[config.mk]
export PLATFORM = sky130hd
export DESIGN_NAME = asq_conv_ctrl
export DESIGN_NICKNAME = d
export VERILOG_FILES = /design/src/asq_pkg.sv /design/src/asq_seq_if.sv /design/src/asq_conv_ctrl.sv /design/src/asq_channel_seq.sv
export SDC_FILE = /design/constraint.sdc
export NUM_CORES = 1
export LEC_CHECK = 0
export ABC_AREA = 1
export BUFFER_PORTS_ARGS = -buffer_cell sky130_fd_sc_hd__buf_2
export CAP_MARGIN = 20
export CORE_UTILIZATION = 56
export CTS_BUF_LIST = sky130_fd_sc_hd__clkbuf_2 sky130_fd_sc_hd__clkbuf_4 sky130_fd_sc_hd__clkbuf_8
export DETAILED_ROUTE_END_ITERATION = 6
export PLACE_DENSITY_LB_ADDON = 0.25
export SYNTH_ARGS = -nofsm -noshare
export SYNTH_HDL_FRONTEND = slang
export SYNTH_SLANG_ARGS = --single-unit
[constraint.sdc]
create_clock -name clk -period 2.6 [get_ports clk]
set_input_delay 0.52 -clock clk [delete_from_list [all_inputs] [get_ports clk]]
set_output_delay 0.52 -clock clk [all_outputs]
set_load 0.02 [all_outputs]
[src/asq_pkg.sv]
// asq_pkg: shared constants and types for the adc sequencer control block
`default_nettype none
package asq_pkg;

	// ==========================================================
	// widths
	localparam int NUM_CHAN  = 8;
	localparam int DATA_W    = 12;

	// ==========================================================
	// control word layout (12-bit word)
	localparam int CW_REF_POS   = 1;
	localparam int CW_SHADOW_USE_BIT_POS  = 3;
	localparam int CW_SEQ_POS   = 4;
	localparam int CW_PM0_POS   = 6;
	localparam int CW_PM1_POS   = 7;
	// address takes the top three bits of the word
	localparam int CW_ADDR_LSB  = 9;

	// ==========================================================
	// reset values
	localparam logic [11:0] CW_RESET     = 12'h000;
	localparam logic [7:0]  SHADOW_RESET = 8'h00;

	// ==========================================================
	// conversion timing: hold and done counts in conversion clock edges, acquisition and clock period in ns
	localparam logic [4:0] HOLD_RISE_CNT = 5'h0d;
	localparam logic [4:0] DONE_FALL_CNT = 5'h0e;
	localparam int         ACQ_NS        = 125;
	localparam int         CLK_NS        = 50;
	localparam int         ACQ_CYC       = (ACQ_NS + CLK_NS - 1) / CLK_NS;

	// ==========================================================
	// sequencing modes {seq, shadow_use_bit}
	typedef enum logic [1:0] {
		SM_SINGLE = 2'b00,
		SM_PROG   = 2'b01,
		SM_KEEP   = 2'b10,
		SM_CONSEC = 2'b11
	} asq_mode_e;

	// power modes {pm1, pm0}
	typedef enum logic [1:0] {
		PW_NORMAL   = 2'b00,
		PW_AUTOSHDN = 2'b01,
		PW_AUTOSTBY = 2'b10,
		PW_FULLSHDN = 2'b11
	} asq_pwr_e;

	// conversion state
	typedef enum logic [1:0] {
		CS_HOLD0 = 2'b00,
		CS_TRACK = 2'b01,
		CS_CONV  = 2'b10,
		CS_PDOWN = 2'b11
	} asq_conv_e;

endpackage
`default_nettype wire

[src/asq_seq_if.sv]
// asq_seq_if: channel sequencer carrier between control and sequencer
`timescale 1ns/10ps
`default_nettype none
interface asq_seq_if;
	logic       cwWrite;
	logic [1:0] mode;
	logic [2:0] addr;
	logic       shdWrite;
	logic [7:0] shadow;
	logic       convDone;
	logic [2:0] chan;

	modport ctrl (
		output cwWrite,
		output mode,
		output addr,
		output shdWrite,
		output shadow,
		output convDone,
		input  chan
	);
	modport seq (
		input  cwWrite,
		input  mode,
		input  addr,
		input  shdWrite,
		input  shadow,
		input  convDone,
		output chan
	);
endinterface
`default_nettype wire

[src/asq_conv_ctrl.sv]
// asq_conv_ctrl: conversion start, busy, track-and-hold and host port
// Behaviour
// - mode seq=0 shadow_use_bit=1 cycles through channels set in the shadow mask
// - after shadow load, next conversion uses the lowest enabled channel
// - after each completed conversion, next one uses next higher enabled channel, then wraps
// - control write with seq,shadow_use_bit = 1,0 keeps running sequence intact
// - sequence holds until a write with any other seq,shadow_use_bit code
// - seq=1 shadow_use_bit=1 converts channel 0 up to the address, then repeats
// - consecutive mode needs no shadow; first conversion is channel 0
// - reference bit 1 selects internal, 0 selects external reference
// - data port is 12 bits; word mode pin high, byte mode pin low
// - start falling edge begins conversion; busy high throughout
// - start rising before 14th clock fall aborts, track resumes
// - busy drops low at end of every conversion
// - after power-up hold until first start rising edge gives track
// - hold on start fall, track again at 13th clock rise after it
// - auto power-down modes sleep at conversion end, wake on start rise
// - seq=0 shadow_use_bit=0 converts the single addressed channel
// - shadow register is 8 bits, loaded by one write in either mode
`timescale 1ns/10ps
`default_nettype none
module asq_conv_ctrl (
	input  wire logic        clk,
	input  wire logic        sys_rst,
	input  wire logic        conversionStartN,
	input  wire logic        conversionClockIn,
	input  wire logic        writeN,
	input  wire logic        chipSelectN,
	input  wire logic        wordMode,
	input  wire logic        highByteEnable,
	input  wire logic        shadowSelect,
	input  wire logic [11:0] dataIn,
	output logic             busy,
	output logic             trackMode,
	output logic             poweredDown,
	output logic             refInternal,
	output logic [2:0]       convChannel,
	output logic [1:0]       powerMode,
	output logic [11:0]      controlWord
);
	// ==========================================================
	// pin synchronisers: three stages, change counts when 2 and 3 agree
	logic [2:0] cvSync_reg;
	logic [2:0] ckSync_reg;
	logic [2:0] wrSync_reg;
	logic [2:0] cvSync_next;
	logic [2:0] ckSync_next;
	logic [2:0] wrSync_next;
	logic       cvLvl_reg;
	logic       ckLvl_reg;
	logic       wrLvl_reg;
	logic       cvLvl_next;
	logic       ckLvl_next;
	logic       wrLvl_next;

	always_comb begin
		cvSync_next = {cvSync_reg[1:0], conversionStartN};
		ckSync_next = {ckSync_reg[1:0], conversionClockIn};
		wrSync_next = {wrSync_reg[1:0], writeN | chipSelectN};
		cvLvl_next  = (cvSync_reg[1] == cvSync_reg[2]) ? cvSync_reg[2]
			: cvLvl_reg;
		ckLvl_next  = (ckSync_reg[1] == ckSync_reg[2]) ? ckSync_reg[2]
			: ckLvl_reg;
		wrLvl_next  = (wrSync_reg[1] == wrSync_reg[2]) ? wrSync_reg[2]
			: wrLvl_reg;
	end

	always_ff @(posedge clk) begin
		if (sys_rst) begin
			cvSync_reg <= 3'h7;
			ckSync_reg <= 3'h0;
			wrSync_reg <= 3'h7;
			cvLvl_reg  <= 1'b1;
			ckLvl_reg  <= 1'b0;
			wrLvl_reg  <= 1'b1;
		end else begin
			cvSync_reg <= cvSync_next;
			ckSync_reg <= ckSync_next;
			wrSync_reg <= wrSync_next;
			cvLvl_reg  <= cvLvl_next;
			ckLvl_reg  <= ckLvl_next;
			wrLvl_reg  <= wrLvl_next;
		end
	end

	logic cvFall;
	logic cvRise;
	logic ckFall;
	logic ckRise;
	logic wrRise;
	assign cvFall = cvLvl_reg & ~cvLvl_next;
	assign cvRise = ~cvLvl_reg & cvLvl_next;
	assign ckFall = ckLvl_reg & ~ckLvl_next;
	assign ckRise = ~ckLvl_reg & ckLvl_next;
	assign wrRise = ~wrLvl_reg & wrLvl_next;

	// ==========================================================
	// data capture: data held stable around write rise, sample it late
	logic [11:0] din1_reg;
	logic [11:0] din2_reg;
	logic [11:0] din3_reg;
	logic [3:0]  sel_reg;
	logic [3:0]  sel_next;

	always_ff @(posedge clk) begin
		if (sys_rst) begin
			din1_reg <= 12'h000;
			din2_reg <= 12'h000;
			din3_reg <= 12'h000;
			sel_reg  <= 4'h0;
		end else begin
			din1_reg <= dataIn;
			din2_reg <= din1_reg;
			din3_reg <= din2_reg;
			sel_reg  <= sel_next;
		end
	end

	// sel history: {shadow sel, high byte, word} sampled with data
	logic [2:0] selS1_reg;
	logic [2:0] selS2_reg;
	always_ff @(posedge clk) begin
		if (sys_rst) begin
			selS1_reg <= 3'h0;
			selS2_reg <= 3'h0;
		end else begin
			selS1_reg <= {shadowSelect, highByteEnable, wordMode};
			selS2_reg <= selS1_reg;
		end
	end
	always_comb begin
		sel_next = {1'b0, selS2_reg};
	end

	// ==========================================================
	// control word assembly
	logic [11:0] cw_reg;
	logic [11:0] cw_next;
	logic [7:0]  lowByte_reg;
	logic [7:0]  lowByte_next;
	logic        cwWrite;
	logic        shdWrite;
	logic [11:0] cwCand;

	always_comb begin
		cw_next      = cw_reg;
		lowByte_next = lowByte_reg;
		cwWrite      = 1'b0;
		shdWrite     = 1'b0;
		cwCand       = cw_reg;
		if (wrRise) begin
			if (sel_reg[2]) begin
				// one write loads all 8 shadow bits
				shdWrite = 1'b1;
			end else if (sel_reg[0]) begin
				// word mode: full 12 bits at once
				cwCand  = din3_reg;
				cwWrite = 1'b1;
			end else if (!sel_reg[1]) begin
				lowByte_next = din3_reg[7:0];
			end else begin
				cwCand  = {din3_reg[3:0], lowByte_reg};
				cwWrite = 1'b1;
			end
		end
		if (cwWrite) begin
			cw_next = cwCand;
		end
	end

	always_ff @(posedge clk) begin
		if (sys_rst) begin
			cw_reg      <= asq_pkg::CW_RESET;
			lowByte_reg <= 8'h00;
		end else begin
			cw_reg      <= cw_next;
			lowByte_reg <= lowByte_next;
		end
	end

	// ==========================================================
	// channel sequencer
	asq_seq_if sq ();
	logic convDone;

	assign sq.cwWrite  = cwWrite;
	assign sq.mode     = {cwCand[asq_pkg::CW_SEQ_POS],
		cwCand[asq_pkg::CW_SHADOW_USE_BIT_POS]};
	assign sq.addr     = cwCand[asq_pkg::CW_ADDR_LSB +: 3];
	assign sq.shdWrite = shdWrite;
	assign sq.shadow   = din3_reg[7:0];
	assign sq.convDone = convDone;

	asq_channel_seq u_seq (
		.sysClk (clk),
		.sysRst (sys_rst),
		.sq     (sq)
	);

	// ==========================================================
	// conversion state machine
	asq_pkg::asq_conv_e st_reg;
	asq_pkg::asq_conv_e st_next;
	logic [4:0]         rise_reg;
	logic [4:0]         rise_next;
	logic [4:0]         fall_reg;
	logic [4:0]         fall_next;
	logic               busy_next;
	logic               track_next;
	logic               pd_next;
	logic [2:0]         ch_next;
	logic               autoPd;

	// auto power-down modes share their encodings' high bit difference
	assign autoPd = (cw_reg[asq_pkg::CW_PM1_POS] !=
		cw_reg[asq_pkg::CW_PM0_POS]);

	always_comb begin
		st_next    = st_reg;
		rise_next  = rise_reg;
		fall_next  = fall_reg;
		busy_next  = busy;
		track_next = trackMode;
		pd_next    = poweredDown;
		ch_next    = convChannel;
		convDone   = 1'b0;
		case (st_reg)
			asq_pkg::CS_HOLD0, asq_pkg::CS_PDOWN: begin
				// start rise gives track and wakes
				if (cvRise) begin
					st_next    = asq_pkg::CS_TRACK;
					track_next = 1'b1;
					pd_next    = 1'b0;
				end
			end
			asq_pkg::CS_TRACK: begin
				if (cvFall) begin
					st_next    = asq_pkg::CS_CONV;
					busy_next  = 1'b1;
					track_next = 1'b0;
					rise_next  = 5'h00;
					fall_next  = 5'h00;
					ch_next    = sq.chan;
				end
			end
			asq_pkg::CS_CONV: begin
				if (ckRise && rise_reg != asq_pkg::HOLD_RISE_CNT) begin
					rise_next = rise_reg + 5'h01;
				end
				if (ckFall) begin
					fall_next = fall_reg + 5'h01;
				end
				// back to track on 13th rise
				if (ckRise && rise_reg + 5'h01 == asq_pkg::HOLD_RISE_CNT) begin
					track_next = 1'b1;
				end
				if (cvRise && fall_reg < asq_pkg::DONE_FALL_CNT) begin
					st_next    = asq_pkg::CS_TRACK;
					busy_next  = 1'b0;
					track_next = 1'b1;
				end else if (ckFall &&
					fall_reg + 5'h01 == asq_pkg::DONE_FALL_CNT) begin
					// busy low at end of conversion
					busy_next = 1'b0;
					convDone  = 1'b1;
					if (autoPd) begin
						// sleep in hold until next start rise
						st_next    = asq_pkg::CS_PDOWN;
						pd_next    = 1'b1;
						track_next = 1'b0;
					end else begin
						st_next = asq_pkg::CS_TRACK;
					end
				end
			end
			default: st_next = asq_pkg::CS_HOLD0;
		endcase
	end

	always_ff @(posedge clk) begin
		if (sys_rst) begin
			st_reg      <= asq_pkg::CS_HOLD0;
			rise_reg    <= 5'h00;
			fall_reg    <= 5'h00;
			busy        <= 1'b0;
			trackMode   <= 1'b0;
			poweredDown <= 1'b0;
			convChannel <= 3'h0;
		end else begin
			st_reg      <= st_next;
			rise_reg    <= rise_next;
			fall_reg    <= fall_next;
			busy        <= busy_next;
			trackMode   <= track_next;
			poweredDown <= pd_next;
			convChannel <= ch_next;
		end
	end

	// ==========================================================
	// configuration outputs
	always_ff @(posedge clk) begin
		if (sys_rst) begin
			refInternal <= 1'b0;
			powerMode   <= asq_pkg::PW_NORMAL;
			controlWord <= asq_pkg::CW_RESET;
		end else begin
			// reference bit: 1 internal, 0 external
			refInternal <= cw_reg[asq_pkg::CW_REF_POS];
			powerMode   <= {cw_reg[asq_pkg::CW_PM1_POS],
				cw_reg[asq_pkg::CW_PM0_POS]};
			controlWord <= cw_reg;
		end
	end
endmodule
`default_nettype wire

[src/asq_channel_seq.sv]
// asq_channel_seq: channel pointer for single, programmed and consecutive
`timescale 1ns/10ps
`default_nettype none
module asq_channel_seq (
	input  wire logic sysClk,
	input  wire logic sysRst,
	asq_seq_if.seq    sq
);
	logic [2:0] chan_reg;
	logic [2:0] chan_next;
	logic [1:0] mode_reg;
	logic [1:0] mode_next;
	logic [2:0] last_reg;
	logic [2:0] last_next;
	logic [7:0] shd_reg;
	logic [7:0] shd_next;

	// lowest set bit at or above start, wrapping; start itself if none
	function automatic logic [2:0] nextSet(input logic [7:0] m,
		input logic [2:0] start);
		logic [2:0] r;
		logic       hit;
		logic [2:0] idx;
		r = start;
		hit = 1'b0;
		for (int i = 0; i < 8; i++) begin
			idx = start + i[2:0];
			if (!hit && m[idx]) begin
				r = idx;
				hit = 1'b1;
			end
		end
		return r;
	endfunction

	always_comb begin
		chan_next = chan_reg;
		mode_next = mode_reg;
		last_next = last_reg;
		shd_next  = shd_reg;
		if (sq.shdWrite) begin
			shd_next = sq.shadow;
			chan_next = nextSet(sq.shadow, 3'h0);
		end else if (sq.cwWrite) begin
			if (sq.mode != asq_pkg::SM_KEEP) begin
				mode_next = sq.mode;
				last_next = sq.addr;
				case (sq.mode)
					asq_pkg::SM_SINGLE: chan_next = sq.addr;
					asq_pkg::SM_CONSEC: chan_next = 3'h0;
					asq_pkg::SM_PROG:   chan_next = nextSet(shd_reg, 3'h0);
					default:            chan_next = chan_reg;
				endcase
			end
		end else if (sq.convDone) begin
			case (mode_reg)
				asq_pkg::SM_PROG:
					chan_next = nextSet(shd_reg, chan_reg + 3'h1);
				asq_pkg::SM_CONSEC:
					chan_next = (chan_reg >= last_reg) ? 3'h0
						: chan_reg + 3'h1;
				default: chan_next = chan_reg;
			endcase
		end
	end

	always_ff @(posedge sysClk) begin
		if (sysRst) begin
			chan_reg <= 3'h0;
			mode_reg <= asq_pkg::SM_SINGLE;
			last_reg <= 3'h0;
			shd_reg  <= asq_pkg::SHADOW_RESET;
		end else begin
			chan_reg <= chan_next;
			mode_reg <= mode_next;
			last_reg <= last_next;
			shd_reg  <= shd_next;
		end
	end

	assign sq.chan = chan_reg;
endmodule
`default_nettype wire

# --- Yosys cells after proc, flatten, opt, wreduce, memory -nomap -nowiden ---
# Cells that the tools add are included.
word_totals:
  input_bits: 21
  elab_cells: 325
  regBits: 126
  out_inout_bits: 21
op_classes:
  bitwise_logic: 15
  n_lt_le_gt_ge: 10
  n_reduce_logical: 65
  n_eq_ne: 25
  n_addsub: 10
  n_mux: 171
op_table:
  columns: ["op", "n"]
  rows:
  - ["2-to-1 mux 1 bit", 119]
  - ["2-to-1 mux 3 bit", 20]
  - ["2-to-1 mux 12 bit", 4]
  - ["< comparator 3 x 4 -> 1 bit, second input constant", 8]
  - ["logical AND 1 bit", 25]
  - ["binary-select mux 1 bit (select 3 bit)", 8]
  - ["logical NOT 1 bit", 21]
  - ["case mux 5 bit (2 select lines)", 2]
  - ["2-to-1 mux 2 bit", 9]
  - ["inequality test 2 bit, second input constant", 8]
  - ["2-to-1 mux 5 bit", 3]
  - ["AND reduction 3 bit", 5]
  - ["adder 3 bit, second input constant", 4]
  - ["AND reduction 4 bit", 3]
  - ["adder 5 x 1 -> 5 bit, second input constant", 2]
  - ["== test 5 x 4 -> 1 bit, second input constant", 2]
  - ["inverter 1 bit", 9]
  - ["case mux 3 bit (3 select lines)", 1]
  - ["== test 2 bit, second input constant", 4]
  - ["adder 3 x 1 -> 3 bit, second input constant", 2]
  - ["adder 3 x 2 -> 3 bit, second input constant", 2]
  - ["== test 2 x 1 -> 1 bit, second input constant", 3]
  - ["case mux 2 bit (3 select lines)", 1]
  - ["case mux 3 bit (2 select lines)", 1]
  - ["19 further kinds", 30]

# --- Logic depth before layout (Yosys ltp) ---
# Gate-level depths: netlist (run 1).
depth:
  ltp_word: 60
  depth_mapped: 29
  ltp_nobuf: 25

# --- Modules after synthesis ---
# From an unflattened synthesis (run 1), not the netlist that was laid out.
hier_totals:
  cells_unflattened: 781
  hier_area_um2: 5626.6
by_module_without_submodules:
  columns: ["module", "n_inst", "area_per_inst_um2", "seq_area_each_um2", "cells_per_inst"]
  rows:
  - ["asq_conv_ctrl", 1, 4001.3, 2142.1, 499]
  - ["asq_channel_seq", 1, 1625.3, 320.3, 282]

# --- Worst setup path before layout (run 1) ---
# No wires, ideal clock.
synth_path:
  kind: "register to register"
  startpoint: "reg u_seq.chan_reg[0] (netlist: u_seq.sq.chan[0])"
  endpoint: "reg u_seq.chan_reg[1] (netlist: u_seq.sq.chan[1])"
  setup_slack_ns: -0.074
  period_less_slack_ns: 2.674
  path_buffers: 4
  t_required_ns: 2.466
  stages_incl_launch_ff: 29
  setup_time_ns: 0.134
  arrival_ns: 2.540
  cell_sequence: "dfxtp_1 buf_6 inv_6 buf_8 ha_1 buf_6 inv_2 nand2_2 nand2_2 buf_6 nand2_2 nand2_2 nand2_2 nand2_2 nand3_4 nor2_4 nand2_2 nor2_2 inv_1 o21ai_1 inv_1 nand2_1 nand2_1 nand2_1 nand2_1 nand2_1 nand2_1 nand2_1 a21oi_1"
synth_between:
  elab_chain_cells: 57
  word_cells_on_any_way: 86
  classes_between: "add/sub: 8; order compare: 1; mux: 63; reduce/logical: 14"
synth_lines:
  columns: ["item", "line_no", "text"]
  rows:
  - ["from (decl)", "asq_channel_seq.sv:9", "logic [2:0] chan_reg;"]
  - ["from (signal assigned)", "asq_channel_seq.sv:74", "chan_reg <= chan_next;"]
  - ["adder 3 x 1 -> 3 bit", "asq_channel_seq.sv:58, asq_channel_seq.sv:61", null]
  - ["binary-select mux 1 bit (select 3 bit)", "asq_channel_seq.sv:28", "if (!hit && m[idx]) begin"]
  - ["2-to-1 mux 1 bit (implied by the code)", "asq_channel_seq.sv:28", null]
  - ["2-to-1 mux 1 bit", "asq_channel_seq.sv:28", null]
  - ["2-to-1 mux 1 bit", "asq_channel_seq.sv:56", "case (mode_reg)"]
  - ["2-to-1 mux 1 bit", "asq_channel_seq.sv:55", "end else if (sq.convDone) begin"]
  - ["2-to-1 mux 1 bit", "asq_channel_seq.sv:44", "end else if (sq.cwWrite) begin"]
  - ["2-to-1 mux 1 bit", "asq_channel_seq.sv:41", "if (sq.shdWrite) begin"]
  - ["[41 not listed]", null, null]
  - ["2-to-1 mux 1 bit", "asq_channel_seq.sv:41", null]
  - ["logical NOT 1 bit", "asq_channel_seq.sv:28", null]
  - ["logical AND 1 bit", "asq_channel_seq.sv:28", null]
  - ["2-to-1 mux 3 bit", "asq_channel_seq.sv:28", null]
  - ["case mux 3 bit (2 select lines) *", "asq_channel_seq.sv:56", null]
  - ["2-to-1 mux 3 bit *", "asq_channel_seq.sv:55", null]
  - ["2-to-1 mux 3 bit *", "asq_channel_seq.sv:44", null]
  - ["2-to-1 mux 3 bit *", "asq_channel_seq.sv:41", null]
# Mark *: on every way between the ends. The rest lies on a longest branch, timed or not. The select of a mux whose other input is x is not followed.
# A chain may end at the register's enable or synchronous reset.

# --- Worst setup path in the final report (run 1) ---
layout_path:
  startpoint: "reg wrLvl_reg"
  endpoint: "reg u_seq.chan_reg[1] (netlist: u_seq.sq.chan[1])"
layout_between:
  elab_chain_cells: 8
  word_cells_on_any_way: 19
  classes_between: "eq/ne: 5; mux: 8; bitwise: 2; reduce/logical: 4"
layout_lines:
  columns: ["item", "line_no", "text"]
  rows:
  - ["from (decl)", "asq_conv_ctrl.sv:51", "logic wrLvl_reg;"]
  - ["from (signal assigned)", "asq_conv_ctrl.sv:82", "wrLvl_reg <= wrLvl_next;"]
  - ["2-to-1 mux 1 bit / inverter 1 bit (equally long branches)", "asq_conv_ctrl.sv:64, asq_conv_ctrl.sv:95", null]
  - ["bitwise AND 1 bit *", "asq_conv_ctrl.sv:95", "assign wrRise = ~wrLvl_reg & wrLvl_next;"]
  - ["2-to-1 mux 12 bit *", "asq_conv_ctrl.sv:151", "if (wrRise) begin"]
  - ["named net cwCand[3]", "asq_conv_ctrl.sv:143", "logic [11:0] cwCand;"]
  - ["== test 2 x 1 -> 1 bit, or another cell as far along", null, null]
  - ["case mux 3 bit (3 select lines)", "asq_channel_seq.sv:48", "case (sq.mode)"]
  - ["2-to-1 mux 3 bit", "asq_channel_seq.sv:45", "if (sq.mode != asq_pkg::SM_KEEP) begin"]
  - ["2-to-1 mux 3 bit", "asq_channel_seq.sv:44", null]
  - ["2-to-1 mux 3 bit", "asq_channel_seq.sv:41", null]
# Mark *: on every way through the listed nets, which the timed path passes. The rest lies on a longest branch. The select of a mux whose other input is x is not followed.

==> results of run 1 <==
-- synthesized netlist by cell type (all sizes together), types with 3 or more instances --
cell	instances	area share
a311oi	8	0.012
a31oi	5	0.0055
nand2	177	0.13
nand3	45	0.044
ha	16	0.035
o211a	3	0.0053
a21oi	49	0.044
nor2	112	0.078
xor2	5	0.0078
inv	122	0.082
buf	13	0.020
dfxtp	123	0.44
or2	4	0.0044
o21ai	57	0.053
nor3	3	0.0035
clkbuf	18	0.012
-- logic make-up after synthesis --
| kind of cell | count (synthesis) | synth area share |
|---|---|---|
| AND/OR/NAND/NOR | 347 | 0.267 |
| buffers and inverters | 154 | 0.115 |
| AO/OA/AOI/OAI | 134 | 0.137 |
| flip-flops | 123 | 0.436 |
| adder cells (fa/ha/maj) | 16 | 0.0355 |
| XOR/XNOR | 6 | 0.00931 |
-- report_power, final --
| part | switching, uW | internal, uW | leakage (uW) | total [uW] |
|---|---|---|---|---|
| Combinational | 239 | 124 | 0.00190 | 363 |
| Clock | 772 | 965 | 0.000209 | 1740 |
| Sequential | 47.5 | 1950 | 0.00100 | 2000 |
-- path summary, 6_finish.rpt --
check                                   endpoint  depth (start not counted)  slack (ps)
worst max-delay path            u_seq.sq.chan[1]                         16         -50
worst min-delay path               wrSync_reg[0]                          3         250
worst max register to register  u_seq.sq.chan[1]                         16         -50
worst min register to register        sel_reg[0]                          2         400
-- routing by layer --
layer	vias up	track usage	part of all wire	wire length (um)
met3	23	0.0602	0.035	440
met4	0	0.104	0.020	258
li1	2594	-	-	-
met2	96	0.430	0.50	6310
met1	2316	0.299	0.44	5610
met5	-	0	0	0
-- cell type report --
class / instances / area share
multi-input combinational: 504 / 0.400
inverter: 123 / 0.0700
tap: 133 / 0.0247
timing repair buffer: 81 / 0.0767
clock buffer: 21 / 0.0429
sequential: 123 / 0.366
clock inverter: 11 / 0.0197
-- worst max-delay path, delay by kind of cell (launching register included) --
| kind | cells | cell delay (ps) |
|---|---|---|
| compound gates | 5 | 690 |
| buf+inv | 3 | 350 |
| flops | 1 | 360 |
| fa+ha+maj | 1 | 270 |
| simple gates | 7 | 890 |
-- metrics by stage --
| stage | setup TNS (ps) | utilization |
|---|---|---|
| after floorplan | -14.0 | - |
| after global placement | 0 | 0.616 |
| after detailed placement | -0.842 | 0.616 |
| after CTS | 0 | 0.666 |
| after global routing | -459 | 0.690 |
| final | -46.0 | 0.690 |
-- what timing repair did --
| item | in CTS | in global routing |
|---|---|---|
| resized for setup | 8 | 43 |
| pin swaps | 5 | 26 |
| buffers inserted | 9 | 9 |
| gates cloned | 0 | 1 |
| endpoints found under the setup margin | 1 | 3 |
==> flow_metrics.env, run 1 <==
export IMPL_rows=36
export IMPL_crit_path_start="wrLvl_reg"
export IMPL_first_global_vias=4530
export IMPL_ys_flop_type="dfxtp_1"
export IMPL_power_uw=4100
export IMPL_crit_arrival_ps=3000
export IMPL_die_area_sq_um=10500
export IMPL_drt_wl_total_um=12600
export IMPL_max_freq_mhz=378
export IMPL_final_nets=887
export IMPL_area_growth_pct=19.4
export IMPL_crit_type="reg -> reg"
export IMPL_clock_sinks=123
export IMPL_die_h_um=102
export IMPL_period_share=1.02
export IMPL_crit_chain="nand2_1 -> nand2_1 -> o21ai_2 -> nor2_1 -> inv_1 -> nor3_4 -> nor2_1 -> nor2_2 -> inv_2 -> ha_4 -> o21ai_2 -> a22o_1 -> buf_4 -> a31oi_1 -> nand2_1 -> a21oi_1"
export IMPL_port_buffers=41
export IMPL_viasPerCell=5.05
export IMPL_route_detailed_wl_per_inst_um=12.7
export IMPL_clkTransAtPathRegs_ps=70
export IMPL_critPathCaptureType="flip-flop"
export IMPL_pin_count=42
export IMPL_holdBufCountCts=0
export IMPL_worstHoldStart="writeN"
export IMPL_vias=5029
export IMPL_avgSynthCellArea_sq_um=7.24
export IMPL_cap_violations=0
export IMPL_multiInputGateArea_sq_um=2700
export IMPL_dp_cells=945
export IMPL_syn_area_sq_um=5640
export IMPL_root_buffer="clkbuf_8"
export IMPL_start_kind="flip-flop"
export IMPL_skew_ps=10.0
export IMPL_cp_slowest_cell="dfxtp_2"
export IMPL_leakage_uw=0.00311
export IMPL_hold_ws_ps=255
export IMPL_gp_congestion=0.861
export IMPL_failed_checks="negative setup slack"
export IMPL_firstDrtPassIters=5
export IMPL_dp_slack_ps=-0.842
export IMPL_slew_headroom=0.379
export IMPL_p_per_area_nw_per_um2=608
export IMPL_core_area_sq_um=9770
export IMPL_setup_viol=1
export IMPL_synth_cell_types=47
export IMPL_drcViolationCount=0
export IMPL_period_needed_ps=2650
export IMPL_synth_edff_count=0
export IMPL_fin_cells=996
export IMPL_cts_buffers_inserted=17
export IMPL_yosysWarnings=0
export IMPL_synth_cells=780
export IMPL_dpl_instance_area_sq_um=6020
export IMPL_fill_cells=848
export IMPL_die_w_um=102
export IMPL_final_cell_mix="nand2_1 (145), dfxtp_1 (119), inv_1 (114), nor2_1 (108), a21oi_1 (47)"
export IMPL_insertion_delay_ps=440
export IMPL_slew_viol_final=0
export IMPL_synth_seq_area_share=0.436
export IMPL_critPathMaxStageDelay_ps=360
export IMPL_grt_overflow_total=0
export IMPL_async_reset_ff_frac=0
export IMPL_crit_required_ps=2960
export IMPL_rsz0062_at_grt="yes"
export IMPL_track_usage=0.250
export IMPL_ys_ff_latch=123
export IMPL_post_route_cell_area_sq_um=6740
export IMPL_antenna_left=0
export IMPL_timing_final_ws_setup_ps=-46.0
export IMPL_cts_tree="built"
export IMPL_drive_gt1_frac=0.217
export IMPL_clockBufferDepth=2
export IMPL_status="complete, but fails checks"
export IMPL_grt_start_max_net_pins=95
export IMPL_seq_area_sq_um=2470
export IMPL_hold_class="in -> reg"
export IMPL_rr_startpoint="wrLvl_reg"
export IMPL_antenna_found_initial=0
export IMPL_initial_core_util=0.577
export IMPL_hold_viol=0
export IMPL_final_common_cell="nand2_1"
export IMPL_worst_path_most_repeated_cell="nand2_1"
export IMPL_drt_iter0_markers=278
export IMPL_cp_max_fo=5
export IMPL_cts_max_level=4
export IMPL_grt_pass1_wl_um=20100
export IMPL_place_hpwl_um=8750
export IMPL_ir_drop_mv=0.508
export IMPL_worst_slew_pin_slew_ps=931
export IMPL_synth_nets=817
export IMPL_n_antenna_cell=0
Power figures use the tool's default switching activity.
==> inputs of run 2 (changes only) <==
--- a/config.mk
+++ b/config.mk
@@ -12,6 +12,7 @@
 export CTS_BUF_LIST = sky130_fd_sc_hd__clkbuf_2 sky130_fd_sc_hd__clkbuf_4 sky130_fd_sc_hd__clkbuf_8
 export DETAILED_ROUTE_END_ITERATION = 6
 export PLACE_DENSITY_LB_ADDON = 0.25
+export SETUP_SLACK_MARGIN = 0.5
 export SYNTH_ARGS = -nofsm -noshare
 export SYNTH_HDL_FRONTEND = slang
 export SYNTH_SLANG_ARGS = --single-unit
==> run 2 against run 1 <==
The run now ends clean. Power up 1.4%. Final area up 4.7%. Clock skew up 2.5 ps. Non-clock buffer count up 14. Critical path depth unchanged. Combinational power up 14%. Sequential power about the same. Fmax up 2.7%. Flip-flop and latch count unchanged. First-iteration DRC count up 30%. Count of clock-buffer cells in the layout down 4. Via count up 4.5%. Critical path type unchanged.
==> flow_metrics.env, run 2 (same netlist as run 1, synthesis figures left out) <==
export IMPL_place_hpwl_um=8640
export IMPL_clock_sinks=123
export IMPL_n_antenna_cell=0
export IMPL_holdBufCountCts=0
export IMPL_drt_iter0_markers=362
export IMPL_timing_final_ws_setup_ps=22.8
export IMPL_dp_slack_ps=-184
export IMPL_rsz0062_at_grt="yes"
export IMPL_critPathCaptureType="flip-flop"
export IMPL_post_route_cell_area_sq_um=7060
export IMPL_multiInputGateArea_sq_um=2880
export IMPL_initial_core_util=0.577
export IMPL_hold_viol=0
export IMPL_grt_start_max_net_pins=95
export IMPL_cts_buffers_inserted=17
export IMPL_status="completed"
export IMPL_cap_violations=0
export IMPL_insertion_delay_ps=430
export IMPL_worst_slew_pin_slew_ps=926
export IMPL_first_global_vias=4676
export IMPL_clockBufferDepth=2
export IMPL_drcViolationCount=0
export IMPL_final_cell_mix="nand2_1 (136), dfxtp_1 (117), inv_1 (110), nor2_1 (103), buf_4 (46)"
export IMPL_area_growth_pct=25.0
export IMPL_ir_drop_mv=0.473
export IMPL_max_freq_mhz=388
export IMPL_start_kind="flip-flop"
export IMPL_crit_required_ps=2950
export IMPL_track_usage=0.257
export IMPL_final_common_cell="nand2_1"
export IMPL_cts_max_level=4
export IMPL_gp_congestion=0.929
export IMPL_vias=5256
export IMPL_period_needed_ps=2580
export IMPL_critPathMaxStageDelay_ps=360
export IMPL_cts_tree="built"
export IMPL_die_h_um=102
export IMPL_crit_chain="nand2_2 -> nand2_2 -> o21ai_2 -> nor2_4 -> inv_2 -> nor3_4 -> o211ai_1 -> o21ai_1 -> buf_4 -> ha_2 -> o21ai_1 -> a22o_1 -> buf_4 -> a31oi_4 -> nand2_1 -> a21oi_1"
export IMPL_slew_viol_final=0
export IMPL_cp_slowest_cell="dfxtp_2"
export IMPL_cp_max_fo=4
export IMPL_dpl_instance_area_sq_um=6030
export IMPL_clkTransAtPathRegs_ps=80
export IMPL_die_area_sq_um=10500
export IMPL_hold_class="in -> reg"
export IMPL_p_per_area_nw_per_um2=589
export IMPL_fin_util=0.722
export IMPL_root_buffer="clkbuf_8"
export IMPL_antenna_left=0
export IMPL_pin_count=42
export IMPL_setup_viol=0
export IMPL_seq_area_sq_um=2480
export IMPL_skew_ps=12.6
export IMPL_rows=36
export IMPL_period_share=0.991
export IMPL_core_area_sq_um=9770
export IMPL_power_uw=4160
export IMPL_grt_pass1_wl_um=20800
export IMPL_grt_overflow_total=0
export IMPL_drive_gt1_frac=0.269
export IMPL_leakage_uw=0.00318
export IMPL_final_nets=900
export IMPL_route_detailed_wl_per_inst_um=13.1
export IMPL_crit_arrival_ps=2920
export IMPL_viasPerCell=5.21
export IMPL_crit_type="reg -> reg"
export IMPL_port_buffers=41
export IMPL_antenna_found_initial=0
export IMPL_die_w_um=102
export IMPL_slew_headroom=0.382
export IMPL_firstDrtPassIters=5
export IMPL_drt_wl_total_um=13300
export IMPL_fill_cells=784
-- run 2: timing repair --
| item | in CTS | in global routing |
|---|---|---|
| resized for setup | 45 | 61 |
| setup endpoints to repair | 10 | 20 |
| setup buffers | 17 | 17 |
| pin swaps | 22 | 30 |
-- run 2: area by class of cell --
type,count,share of cell area
multi-input combinational,503,0.409
sequential,123,0.351
timing repair buffer,95,0.0908
inverter,123,0.0676
clock buffer,17,0.0332
clock inverter,15,0.0250
tap,133,0.0236
-- run 2: path summary, 6_finish.rpt --
| check | from | end | slack (ps) | depth (start not counted) |
|---|---|---|---|---|
| worst min-delay path | writeN | wrSync_reg[0] | 260 | 3 |
| worst max register to register | wrLvl_reg | u_seq.sq.chan[1] | 20 | 16 |
| worst max-delay path | wrLvl_reg | u_seq.sq.chan[1] | 20 | 16 |
| worst min register to register | din2_reg[5] | din3_reg[5] | 400 | 2 |
-- run 2: power breakdown --
group          switching (uW)  leakage [uW]  total [uW]  internal (uW)
Combinational             263       0.00197         415            151
Sequential               48.1       0.00100        2000           1950
Clock                     849      0.000208        1740            890
-- run 2: per-layer routing --
metal / vias up / global-route usage / share of wire
li1: 2625 / - / -
met1: 2388 / 0.329 / 0.44
met2: 208 / 0.411 / 0.48
met3: 35 / 0.0554 / 0.057
met4: 0 / 0.130 / 0.026
met5: - / 0 / 0
-- run 2: worst max-delay path, delay by kind of cell (launching register included) --
family / cells / cell delay [ps]
AO/OA/AOI/OAI: 7 / 970
flip-flops: 1 / 360
AND/OR/NAND/NOR: 5 / 590
buffers and inverters: 3 / 380
adder cells (fa/ha/maj): 1 / 190
-- run 2: per-stage QoR --
step           hold slack (ps)  std cells  TNS (ps)
6_report                   261       1009         0
5_1_grt                    251       1009      -320
4_1_cts                    238        992         0
3_5_place_dp               393        943      -434
3_3_place_gp               389        943      -272
2_1_floorplan              388        780     -4.21
